## config.mk

```make
export PLATFORM = sky130hd
export DESIGN_NAME = iop_top
export DESIGN_NICKNAME = d
export VERILOG_FILES = /design/src/iop_pkg.sv /design/src/iop_top.sv
export SDC_FILE = /design/constraint.sdc
export NUM_CORES = 2
export LEC_CHECK = 0
export ABC_AREA = 0
export ABC_CLOCK_PERIOD_IN_PS = 44900
export BUFFER_PORTS_ARGS = -buffer_cell sky130_fd_sc_hd__buf_2
export CAP_MARGIN = 20
export CORE_ASPECT_RATIO = 1.1
export CORE_MARGIN = 10
export CORE_UTILIZATION = 45
export DETAILED_ROUTE_END_ITERATION = 6
export GPL_TIMING_DRIVEN = 0
export SLEW_MARGIN = 20
export SYNTH_ARGS = -nofsm -noshare
export SYNTH_HDL_FRONTEND = slang
export SYNTH_SLANG_ARGS = --single-unit
```

## constraint.sdc

```tcl
create_clock -name clk -period 44.9 [get_ports clk]
set_clock_uncertainty 0.15 [all_clocks]
set_input_delay 4.49 -clock clk [delete_from_list [all_inputs] [get_ports clk]]
set_output_delay 4.49 -clock clk [all_outputs]
set_load 0.01 [all_outputs]
```

## src/iop_pkg.sv

```systemverilog
// Purpose: Shared constants for the I/O port and clock block fabric.
// Assumes: Avalon-MM register map with 32-bit words, byte addresses.
// Notes: Ports are listed narrowest first; pin ownership relies on that order.
package iop_pkg;
  localparam int ADDR_W = 9;
  localparam int NPINS = 16;
  localparam int NPORTS = 6;
  localparam int NCLKBLK = 6;
  localparam int CB_SEL_W = 3;
  localparam int CNT_W = 16;
  // Global register byte offsets
  localparam logic [8:0] IRQ_STATUS_OFS = 9'h000;
  localparam logic [8:0] IRQ_MASK_OFS = 9'h004;
  localparam logic [8:0] LINK_CTRL_OFS = 9'h008;
  localparam logic [8:0] CLKBLK_BASE_OFS = 9'h010;
  localparam logic [8:0] PORT_BASE_OFS = 9'h040;
  localparam logic [3:0] PORT_BASE_IDX = 4'h2;
  // Word index inside one port window (address bits 4:2)
  localparam logic [2:0] P_CTRL = 3'h0;
  localparam logic [2:0] P_DATA = 3'h1;
  localparam logic [2:0] P_COND = 3'h2;
  localparam logic [2:0] P_TIME = 3'h3;
  localparam logic [2:0] P_COUNT = 3'h4;
  localparam logic [2:0] P_TSTAMP = 3'h5;
  localparam logic [2:0] P_STATUS = 3'h6;
  // Port control fields
  localparam int CTL_EN = 0;
  localparam int CTL_OUT = 1;
  localparam int CTL_OC = 2;
  localparam int CTL_COND = 3;
  localparam int CTL_CNEQ = 4;
  localparam int CTL_TIMED = 5;
  localparam int CTL_SIN = 6;
  localparam int CTL_SOUT = 7;
  localparam int CTL_CB_LSB = 8;
  localparam int CTL_NS_LSB = 12;
  localparam int CTL_NS_W = 5;
  localparam logic [31:0] CTRL_MASK = 32'h0001_f7ff;
  localparam logic [31:0] CTRL_RST = 32'h0000_0000;
  // Clock block configuration fields
  localparam int CB_DIV_W = 8;
  localparam int CB_EXT = 8;
  localparam logic [8:0] CB_CFG_MASK = 9'h1ff;
  localparam logic [8:0] CB_CFG_RST = 9'h000;
  localparam int CB_EXT_PIN = 0;
  // Port table: logical width, first pin, bonded pin count
  localparam int PORT_W [NPORTS] = '{1, 1, 4, 8, 16, 32};
  localparam int PORT_LO [NPORTS] = '{0, 1, 0, 0, 0, 0};
  localparam int PORT_PINS [NPORTS] = '{1, 1, 4, 8, 16, 16};
  // Pins taken over by the inter-chip link
  localparam int LINK_LO = 12;
  localparam int LINK_N = 4;
  localparam logic [NPINS-1:0] PULLDOWN_RST = 16'hffff;
endpackage

```

## src/iop_top.sv

```systemverilog
// Functional notes
// - Each port is wholly input or wholly output, chosen by one direction bit.
// - Ports of width 1, 4, 8, 16 and 32 bits map onto pins.
// - Ports drive pins or sample them, optionally waiting on a pin condition.
// - Every register access by the core completes in one bus cycle; here each takes two, the first a wait cycle.
// - Open-collector mode per port: zero pulls low, one leaves pin undriven.
// - Data passes a shift serializer plus transfer register between pin and core.
// - Each port has a readable 16-bit counter that can delay a transfer.
// - Each transfer latches the counter as a timestamp for software.
// - An enabled link disconnects ports from its pins.
// - An enabled narrower port overrules wider ports on shared pins.
// - Unshared pins of a wider port stay with the wider port.
// - A port always transfers at its own width, whatever pins it keeps.
// - Six clock blocks; block zero is the reference, others programmable.
// - A clock block may take a 1-bit port pin as source, optionally divided.
// - Ports accept an input strobe and produce an output strobe.
// - After reset every port is attached to clock block zero.
// - Pin conditions become events straight to the core, not handlers.
// - During reset every pin has its weak pull-down enabled.
//
// Purpose: Pin-facing I/O ports with counters, serializers and clock blocks.
// Assumes: Single 50 MHz clock; clock block zero ticks every cycle.
// Notes: Reference rate is the system clock here, not a separate 100 MHz source.
//
// Added by the designer: the placing of the registers and the Avalon-MM slave port.
`timescale 1ns/100ps
`default_nettype none

module iop_port #(
  parameter int W = 1
) (
  input wire logic clk,
  input wire logic rst,
  input wire logic tick,
  input wire logic wr,
  input wire logic rd,
  input wire logic rd_hold,
  input wire logic [2:0] word,
  input wire logic [31:0] wdata,
  output logic [31:0] rdata,
  input wire logic [W-1:0] pin_in,
  input wire logic input_strobe,
  output logic [W-1:0] out_val,
  output logic out_drive,
  output logic out_oc,
  output logic enabled,
  output logic output_strobe,
  output logic event_pulse,
  output logic [iop_pkg::CB_SEL_W-1:0] clk_sel
);
  import iop_pkg::*;
  localparam int MAXS = 32 / W;

  logic [31:0] ctrl_reg;
  logic [31:0] cond_reg;
  logic [CNT_W-1:0] time_reg;
  logic [CNT_W-1:0] cnt_reg;
  logic [CNT_W-1:0] tstamp_reg;
  logic [31:0] txr_reg;
  logic txr_full_reg;
  logic [31:0] sh_reg;
  logic [5:0] sl_reg;
  logic ovf_reg;
  logic [W-1:0] out_reg;
  logic ostb_reg;
  logic evt_reg;

  logic en, dir_out, go, time_ok, cond_ok, start_ok;
  logic [5:0] nsl;
  logic [31+W:0] cat;
  logic [31:0] sh_in;
  logic [31:0] in_word;
  logic [6:0] used_bits;
  logic in_step, in_done, out_step, out_load;

  assign en = ctrl_reg[CTL_EN];
  assign dir_out = ctrl_reg[CTL_OUT];
  assign clk_sel = ctrl_reg[CTL_CB_LSB +: CB_SEL_W];

  always_comb begin
    nsl = 6'(ctrl_reg[CTL_NS_LSB +: CTL_NS_W]) + 6'h01;
    if (nsl > 6'(MAXS)) begin
      nsl = 6'(MAXS);
    end
    used_bits = 7'(32) - 7'(nsl * 6'(W));
    cat = {pin_in, sh_reg};
    sh_in = cat[31+W:W];
    in_word = sh_in >> used_bits;
  end

  // Strobe-in gates both directions when enabled
  assign go = tick & en & (~ctrl_reg[CTL_SIN] | input_strobe);
  assign time_ok = ~ctrl_reg[CTL_TIMED] | (cnt_reg == time_reg);
  assign cond_ok = ~ctrl_reg[CTL_COND] |
                   (ctrl_reg[CTL_CNEQ] ? (pin_in != cond_reg[W-1:0]) : (pin_in == cond_reg[W-1:0]));
  assign start_ok = time_ok & cond_ok;
  // A pending data read freezes completion so the popped word is the one returned
  assign in_step = go & ~dir_out & ~rd_hold & ((sl_reg != 6'h00) | start_ok);
  assign in_done = in_step & (sl_reg + 6'h01 == nsl);
  assign out_step = go & dir_out & (sl_reg != 6'h00);
  assign out_load = go & dir_out & (sl_reg == 6'h00) & txr_full_reg & time_ok;

  always_ff @(posedge clk or posedge rst) begin
    if (rst) begin
      ctrl_reg <= CTRL_RST;
    end else if (wr && word == P_CTRL) begin
      ctrl_reg <= wdata & CTRL_MASK;
    end else if (in_done || out_load) begin
      ctrl_reg[CTL_TIMED] <= 1'b0;
      ctrl_reg[CTL_COND] <= 1'b0;
    end
  end

  always_ff @(posedge clk or posedge rst) begin
    if (rst) begin
      cond_reg <= 32'h0;
      time_reg <= '0;
    end else if (wr && word == P_COND) begin
      cond_reg <= wdata;
    end else if (wr && word == P_TIME) begin
      time_reg <= wdata[CNT_W-1:0];
    end
  end

  always_ff @(posedge clk or posedge rst) begin
    if (rst) begin
      cnt_reg <= '0;
    end else if (tick && en) begin
      cnt_reg <= cnt_reg + 16'h0001;
    end
  end

  always_ff @(posedge clk or posedge rst) begin
    if (rst) begin
      tstamp_reg <= '0;
    end else if (in_done || out_load) begin
      tstamp_reg <= cnt_reg;
    end
  end

  always_ff @(posedge clk or posedge rst) begin
    if (rst) begin
      sh_reg <= 32'h0;
      sl_reg <= 6'h00;
      out_reg <= '0;
    end else if (in_step) begin
      sh_reg <= sh_in;
      sl_reg <= in_done ? 6'h00 : sl_reg + 6'h01;
    end else if (out_step) begin
      out_reg <= sh_reg[W-1:0];
      sh_reg <= sh_reg >> W;
      sl_reg <= sl_reg - 6'h01;
    end else if (out_load) begin
      out_reg <= txr_reg[W-1:0];
      sh_reg <= txr_reg >> W;
      sl_reg <= nsl - 6'h01;
    end
  end

  // Transfer register; hardware fill beats a same-cycle pop
  always_ff @(posedge clk or posedge rst) begin
    if (rst) begin
      txr_reg <= 32'h0;
      txr_full_reg <= 1'b0;
    end else if (in_done) begin
      txr_reg <= in_word;
      txr_full_reg <= 1'b1;
    end else if (out_load) begin
      txr_full_reg <= 1'b0;
    end else if (wr && word == P_DATA && dir_out && !txr_full_reg) begin
      txr_reg <= wdata;
      txr_full_reg <= 1'b1;
    end else if (rd && word == P_DATA && !dir_out) begin
      txr_full_reg <= 1'b0;
    end
  end

  // Overrun of the transfer register; read of status clears, set wins
  always_ff @(posedge clk or posedge rst) begin
    if (rst) begin
      ovf_reg <= 1'b0;
    end else if ((in_done && txr_full_reg) || (wr && word == P_DATA && dir_out && txr_full_reg)) begin
      ovf_reg <= 1'b1;
    end else if (rd && word == P_STATUS) begin
      ovf_reg <= 1'b0;
    end
  end

  always_ff @(posedge clk or posedge rst) begin
    if (rst) begin
      ostb_reg <= 1'b0;
    end else if (tick) begin
      ostb_reg <= ctrl_reg[CTL_SOUT] & en &
                  (dir_out ? (out_step | out_load) : ~txr_full_reg);
    end
  end

  always_ff @(posedge clk or posedge rst) begin
    if (rst) begin
      evt_reg <= 1'b0;
    end else begin
      evt_reg <= in_done | out_load;
    end
  end

  assign out_val = out_reg;
  assign out_drive = en & dir_out;
  assign out_oc = ctrl_reg[CTL_OC];
  assign enabled = en;
  assign output_strobe = ostb_reg;
  assign event_pulse = evt_reg;

  always_comb begin
    case (word)
      P_CTRL: rdata = ctrl_reg;
      P_DATA: rdata = txr_reg;
      P_COND: rdata = cond_reg;
      P_TIME: rdata = 32'(time_reg);
      P_COUNT: rdata = 32'(cnt_reg);
      P_TSTAMP: rdata = 32'(tstamp_reg);
      P_STATUS: rdata = {24'h0, ovf_reg, txr_full_reg, sl_reg};
      default: rdata = 32'h0;
    endcase
  end
endmodule

module iop_top (
  input wire logic clk,
  input wire logic rst,
  input wire logic [iop_pkg::ADDR_W-1:0] avs_address,
  input wire logic avs_read,
  input wire logic avs_write,
  input wire logic [31:0] avs_writedata,
  output logic [31:0] avs_readdata,
  output logic avs_waitrequest,
  input wire logic [iop_pkg::NPINS-1:0] pin_in,
  output logic [iop_pkg::NPINS-1:0] pin_out,
  output logic [iop_pkg::NPINS-1:0] pin_oe,
  output logic [iop_pkg::NPINS-1:0] pin_pulldown,
  input wire logic [iop_pkg::NPORTS-1:0] input_strobe,
  output logic [iop_pkg::NPORTS-1:0] output_strobe,
  output logic [iop_pkg::NPORTS-1:0] port_event,
  output logic link_enable,
  output logic irq
);
  import iop_pkg::*;

  logic ack_reg;
  logic [31:0] rdata_reg;
  logic wr_acc, rd_acc;
  logic [31:0] rmux;
  logic [NPORTS-1:0] status_reg;
  logic [NPORTS-1:0] mask_reg;
  logic link_reg;
  logic [NPINS-1:0] pd_reg;
  logic [CB_DIV_W:0] cb_cfg_reg [NCLKBLK];
  logic [CB_DIV_W-1:0] cb_cnt_reg [NCLKBLK];
  logic [NCLKBLK-1:0] cb_tick;
  logic ext_prev_reg;
  logic ext_rise;
  logic port_sel;
  logic [2:0] pidx;
  logic [31:0] port_rdata [NPORTS];
  logic [31:0] port_out [NPORTS];
  logic [31:0] port_pin [NPORTS];
  logic [NPORTS-1:0] port_drive, port_oc, port_en;
  logic [CB_SEL_W-1:0] port_clk [NPORTS];
  logic [NPINS-1:0] owned;
  logic [2:0] owner [NPINS];

  // Every access answers on the second cycle, so no access can hang
  assign avs_waitrequest = (avs_read | avs_write) & ~ack_reg;
  assign wr_acc = avs_write & ack_reg;
  assign rd_acc = avs_read & ack_reg;
  // Upper windows beyond the last port must not alias onto low ports
  assign port_sel = (avs_address[8:5] >= PORT_BASE_IDX) &&
                    (avs_address[8:5] < PORT_BASE_IDX + 4'(NPORTS));
  assign pidx = 3'(avs_address[8:5] - PORT_BASE_IDX);

  always_ff @(posedge clk or posedge rst) begin
    if (rst) begin
      ack_reg <= 1'b0;
    end else begin
      ack_reg <= (avs_read | avs_write) & ~ack_reg;
    end
  end

  always_comb begin
    rmux = 32'h0;
    if (port_sel) begin
      if (pidx < 3'(NPORTS)) begin
        rmux = port_rdata[pidx];
      end
    end else if (avs_address == IRQ_STATUS_OFS) begin
      rmux = 32'(status_reg);
    end else if (avs_address == IRQ_MASK_OFS) begin
      rmux = 32'(mask_reg);
    end else if (avs_address == LINK_CTRL_OFS) begin
      rmux = 32'(link_reg);
    end else if (avs_address[8:2] >= CLKBLK_BASE_OFS[8:2] &&
                 avs_address[8:2] < CLKBLK_BASE_OFS[8:2] + 7'(NCLKBLK)) begin
      rmux = 32'(cb_cfg_reg[3'(avs_address[8:2] - CLKBLK_BASE_OFS[8:2])]);
    end
  end

  // Read data is captured while waitrequest is high and stands at the accepting edge
  always_ff @(posedge clk or posedge rst) begin
    if (rst) begin
      rdata_reg <= 32'h0;
    end else if (avs_read && !ack_reg) begin
      rdata_reg <= rmux;
    end
  end
  assign avs_readdata = rdata_reg;

  // Sticky event bits; a read clears only what it returned, so an event in the wait cycle survives
  always_ff @(posedge clk or posedge rst) begin
    if (rst) begin
      status_reg <= '0;
    end else if (rd_acc && avs_address == IRQ_STATUS_OFS) begin
      status_reg <= (status_reg & ~rdata_reg[NPORTS-1:0]) | port_event;
    end else begin
      status_reg <= status_reg | port_event;
    end
  end

  always_ff @(posedge clk or posedge rst) begin
    if (rst) begin
      mask_reg <= '0;
    end else if (wr_acc && avs_address == IRQ_MASK_OFS) begin
      mask_reg <= avs_writedata[NPORTS-1:0];
    end
  end

  always_ff @(posedge clk or posedge rst) begin
    if (rst) begin
      link_reg <= 1'b0;
    end else if (wr_acc && avs_address == LINK_CTRL_OFS) begin
      link_reg <= avs_writedata[0];
    end
  end

  assign irq = |(status_reg & mask_reg);
  assign link_enable = link_reg;

  // External clock source: rising edges on the 1-bit port pin
  always_ff @(posedge clk or posedge rst) begin
    if (rst) begin
      ext_prev_reg <= 1'b0;
    end else begin
      ext_prev_reg <= pin_in[CB_EXT_PIN];
    end
  end
  assign ext_rise = pin_in[CB_EXT_PIN] & ~ext_prev_reg;

  // Block zero is the reference and ticks every cycle; others divide their source
  assign cb_tick[0] = 1'b1;
  assign cb_cfg_reg[0] = CB_CFG_RST;
  assign cb_cnt_reg[0] = '0;
  for (genvar n = 1; n < NCLKBLK; n++) begin : g_cb
    logic src;
    assign src = cb_cfg_reg[n][CB_EXT] ? ext_rise : 1'b1;
    assign cb_tick[n] = src & (cb_cnt_reg[n] == cb_cfg_reg[n][CB_DIV_W-1:0]);
    always_ff @(posedge clk or posedge rst) begin
      if (rst) begin
        cb_cfg_reg[n] <= CB_CFG_RST;
      end else if (wr_acc && avs_address == CLKBLK_BASE_OFS + 9'(4 * n)) begin
        cb_cfg_reg[n] <= avs_writedata[CB_DIV_W:0] & CB_CFG_MASK;
      end
    end
    always_ff @(posedge clk or posedge rst) begin
      if (rst) begin
        cb_cnt_reg[n] <= '0;
      end else if (wr_acc && avs_address == CLKBLK_BASE_OFS + 9'(4 * n)) begin
        cb_cnt_reg[n] <= '0;
      end else if (cb_tick[n]) begin
        cb_cnt_reg[n] <= '0;
      end else if (src) begin
        cb_cnt_reg[n] <= cb_cnt_reg[n] + 8'h01;
      end
    end
  end

  // Pin ownership: ports scanned widest first so the narrowest enabled port wins, link pins excluded
  always_comb begin
    for (int p = 0; p < NPINS; p++) begin
      owned[p] = 1'b0;
      owner[p] = 3'h0;
      for (int i = NPORTS - 1; i >= 0; i--) begin
        if (port_en[i] && p >= PORT_LO[i] && p < PORT_LO[i] + PORT_PINS[i]) begin
          owned[p] = 1'b1;
          owner[p] = 3'(i);
        end
      end
      if (link_reg && p >= LINK_LO && p < LINK_LO + LINK_N) begin
        owned[p] = 1'b0;
      end
    end
  end

  always_comb begin
    for (int p = 0; p < NPINS; p++) begin
      pin_out[p] = 1'b0;
      pin_oe[p] = 1'b0;
      if (owned[p] && port_drive[owner[p]]) begin
        pin_out[p] = port_oc[owner[p]] ? 1'b0 : port_out[owner[p]][p - PORT_LO[owner[p]]];
        pin_oe[p] = port_oc[owner[p]] ? ~port_out[owner[p]][p - PORT_LO[owner[p]]] : 1'b1;
      end
    end
    for (int i = 0; i < NPORTS; i++) begin
      port_pin[i] = 32'h0;
      for (int b = 0; b < PORT_PINS[i]; b++) begin
        if (owned[PORT_LO[i] + b] && owner[PORT_LO[i] + b] == 3'(i)) begin
          port_pin[i][b] = pin_in[PORT_LO[i] + b];
        end
      end
    end
  end

  // Pull-downs on in reset, later on any pin no port or link holds
  always_ff @(posedge clk or posedge rst) begin
    if (rst) begin
      pd_reg <= PULLDOWN_RST;
    end else begin
      pd_reg <= ~owned & ~(link_reg ? 16'(((1 << LINK_N) - 1) << LINK_LO) : 16'h0000);
    end
  end
  assign pin_pulldown = pd_reg;

  for (genvar i = 0; i < NPORTS; i++) begin : g_port
    logic [PORT_W[i]-1:0] ov;
    logic sel;
    logic tk;
    assign sel = port_sel & (pidx == 3'(i));
    // Selecting a clock block that does not exist stalls the port
    assign tk = (port_clk[i] < 3'(NCLKBLK)) ? cb_tick[port_clk[i]] : 1'b0;
    iop_port #(
      .W(PORT_W[i])
    ) u_port (
      .clk(clk),
      .rst(rst),
      .tick(tk),
      .wr(wr_acc & sel),
      .rd(rd_acc & sel),
      .rd_hold(avs_read & sel & (avs_address[4:2] == P_DATA)),
      .word(avs_address[4:2]),
      .wdata(avs_writedata),
      .rdata(port_rdata[i]),
      .pin_in(port_pin[i][PORT_W[i]-1:0]),
      .input_strobe(input_strobe[i]),
      .out_val(ov),
      .out_drive(port_drive[i]),
      .out_oc(port_oc[i]),
      .enabled(port_en[i]),
      .output_strobe(output_strobe[i]),
      .event_pulse(port_event[i]),
      .clk_sel(port_clk[i])
    );
    assign port_out[i] = 32'(ov);
  end
endmodule

`default_nettype wire
```

==> flow_metrics.env <==
export IMPL_required_ps=45410
export IMPL_p_int_mw=2.00
export IMPL_wire_per_inst_um=39.5
export IMPL_critical_path_max_fanout=10
export IMPL_syn_num_nets=7061
export IMPL_fin_crit_ps=10450
export IMPL_fmax_mhz=95.7
export IMPL_yosysUniqueCellTypes=109
export IMPL_async_flop_share_pct=100
export IMPL_setup_violations=0
export IMPL_max_cap_viol_count=0
export IMPL_postCtsHoldBufs=0
export IMPL_crit_path_start_kind="input port"
export IMPL_postLayoutSetupSlackWorst_ps=34450
export IMPL_clock_latency_ps=850
export IMPL_routabilityCongestion=1.06
export IMPL_cp_end_kind="register"
export IMPL_rows=149
export IMPL_slew_viol_final=0
export IMPL_syn_instance_count=6950
export IMPL_viasPerCell=6.96
export IMPL_cts_root_buf="clkbuf_16"
export IMPL_netlist_area_um2=67600
export IMPL_period_share_pct=23.3
export IMPL_dieArea_um2=166000
export IMPL_tightest_slew_ps=1350
export IMPL_synth_area_leaders="dfrtp_1, mux2_2, nand2_1, a22oi_1, mux2i_1"
export IMPL_synth_edff_count=0
export IMPL_ant_nets=0
export IMPL_path_common_cell="clkbuf_1"
export IMPL_vdd_drop_max_uv=35.7
export IMPL_fin_area_um2=76900
export IMPL_vias=65534
export IMPL_r2r_slack_ps=39250
export IMPL_pwr_share_seq_pct=41.7
export IMPL_drc_errors=1
export IMPL_crit_arrival_ps=10960
export IMPL_wl_um=372000
export IMPL_multi_input_area_um2=35000
export IMPL_overflow=0
export IMPL_pre_cts_slack_ps=34100
export IMPL_drt_iter0_markers=9665
export IMPL_drive_gt1_share_pct=17.6
export IMPL_critPathMaxStageDelay_ps=1050
export IMPL_yosys_register_bits=1188
export IMPL_cts_buffers=140
export IMPL_nNetsFinal=7403
export IMPL_die_h_um=427
export IMPL_seqCellArea_um2=29700
export IMPL_die_w_um=390
export IMPL_place_area_um2=71900
export IMPL_relSlewSlack_pct=9.96
export IMPL_sw_frac_of_total_pct=33.0
export IMPL_grt_pass1_vias=61106
export IMPL_final_common_cell="dfrtp_1"
export IMPL_crit_slowest_cell="clkbuf_1"
export IMPL_synth_top_area_cell="dfrtp_1"
export IMPL_initial_core_util_pct=45.2
export IMPL_antenna_found_initial=59
export IMPL_grt_pass1_wl_um=505000
export IMPL_status="finished with violations"
export IMPL_failed_checks="DRC"
export IMPL_post_cts_setup_buffers=0
export IMPL_syn_area_per_cell_um2=9.73
export IMPL_p_clk_share_pct=40.9
export IMPL_grtUsageTotal_pct=43.4
export IMPL_p_total_mw=2.99
export IMPL_cts_tree="yes"
export IMPL_cts_resized=0
export IMPL_cts_num_sinks=1188
export IMPL_crit_path_cell_trace="buf_2, clkbuf_1, clkbuf_1, clkbuf_1, clkbuf_1, clkbuf_1, buf_1, o22ai_1, o211ai_1, o21ai_0, a21oi_1, o21ai_0"
export IMPL_yosys_most_used_dff="dfrtp_1"
export IMPL_synth_top_cell_area_share_pct=43.7
export IMPL_p_comb_share_pct=17.4
export IMPL_cts_path_max_buffers=3
export IMPL_htreeDepth=4
export IMPL_core_area_um2=150000
export IMPL_synth_seq_area_share_pct=44.0
export IMPL_p_leak_nw=34.5
export IMPL_ys_warn_count=0
export IMPL_io_buffers=154
export IMPL_pin_count=162
export IMPL_postLayoutCoreUtil_pct=51.3
export IMPL_final_cell_mix="dfrtp_1, nand2_1, mux2_2"
export IMPL_finalHoldViolations=0
export IMPL_hpwl_um=284000
export IMPL_rsz0062_at_grt="no"
export IMPL_grt_max_degree=101
export IMPL_power_density_nw_per_um2=38.9
export IMPL_worstSetupPathType="in2reg"
export IMPL_synthToLayoutAreaGrowth_pct=13.7
export IMPL_drt_first_pass_iters=7
export IMPL_hold_path_class="reg2reg"
export IMPL_switching_power_mw=0.985
export IMPL_nFillCells=13959
export IMPL_path_clk_slew_ps=60
Yosys cell counts (72+ instances only):
cell,count
dfrtp_1,1182
nand2_1,914
mux2_2,535
clkbuf_1,452
o21ai_0,448
nor2_1,369
a22oi_1,320
a21oi_1,311
mux2i_1,225
xnor2_1,207
nand3_1,198
inv_1,124
nand4_1,116
xor2_1,112
nor3_1,74
mux4_2,72
cells by family after synthesis:
kind of cell | share of synthesized area (%)
compound gates | 17.3
xor+xnor | 4.13
fa+ha+maj | 0.814
buf+inv | 4.37
flops | 44.0
mux | 15.0
simple gates | 14.4
area by class of cell:
type                            count  area share (%)
Multi-Input combinational cell   5035            45.6
Sequential cell                  1188            38.7
Clock buffer                      198            5.29
Buffer                            600            3.36
Tap cell                         1963            3.20
Timing Repair Buffer              200            2.20
Clock inverter                     54           0.912
Inverter                          127           0.630
Antenna cell                       46           0.150
metrics by stage:
stage | hold slack (ps) | instances | TNS [ps]
floorplan | 279 | 6950 | 0
global placement | 288 | 9067 | -9613040
detailed placement | 290 | 9110 | 0
CTS | 309 | 9362 | 0
global route | 328 | 9378 | 0
finish | 305 | 9411 | 0
power groups by stage:
stage | logic (mW) | registers, mW | clock network, mW
2_1_floorplan | 0.297 | 1.21 | 0
3_3_place_gp | 0.479 | 1.26 | 0
3_5_place_dp | 0.497 | 1.26 | 0
4_1_cts | 0.499 | 1.24 | 1.22
5_1_grt | 0.543 | 1.25 | 1.26
6_report | 0.521 | 1.24 | 1.22
worst paths after layout:
kind / start / endpoint / depth (start not counted)
setup / recovery: avs_address[3] / avs_readdata[13] / 12
hold / removal: g_port[0].u_port.event_pulse / status_reg[0] / 1
setup reg to reg: g_port[2].u_port.ctrl_reg[13] / g_port[2].u_port.txr_reg[12] / 13
hold reg to reg: g_port[0].u_port.event_pulse / status_reg[0] / 1
max in group asynchronous: rst / g_port[2].u_port.txr_reg[18] / 7
min in group asynchronous: rst / g_port[5].u_port.ctrl_reg[3] / 2
worst max-delay path, delay by kind of cell:
| kind | cells | cell delay, ps |
|---|---|---|
| buffers and inverters | 7 | 5090 |
| AO/OA/AOI/OAI | 5 | 1340 |
routing by layer:
layer / global-route usage, % / part of all wire [%]
met5: 0.202 / 0.078
met3: 13.8 / 12
met2: 61.5 / 41
met1: 54.9 / 38
met4: 33.2 / 9.2
Note: power is estimated with default switching activity, not from simulation.
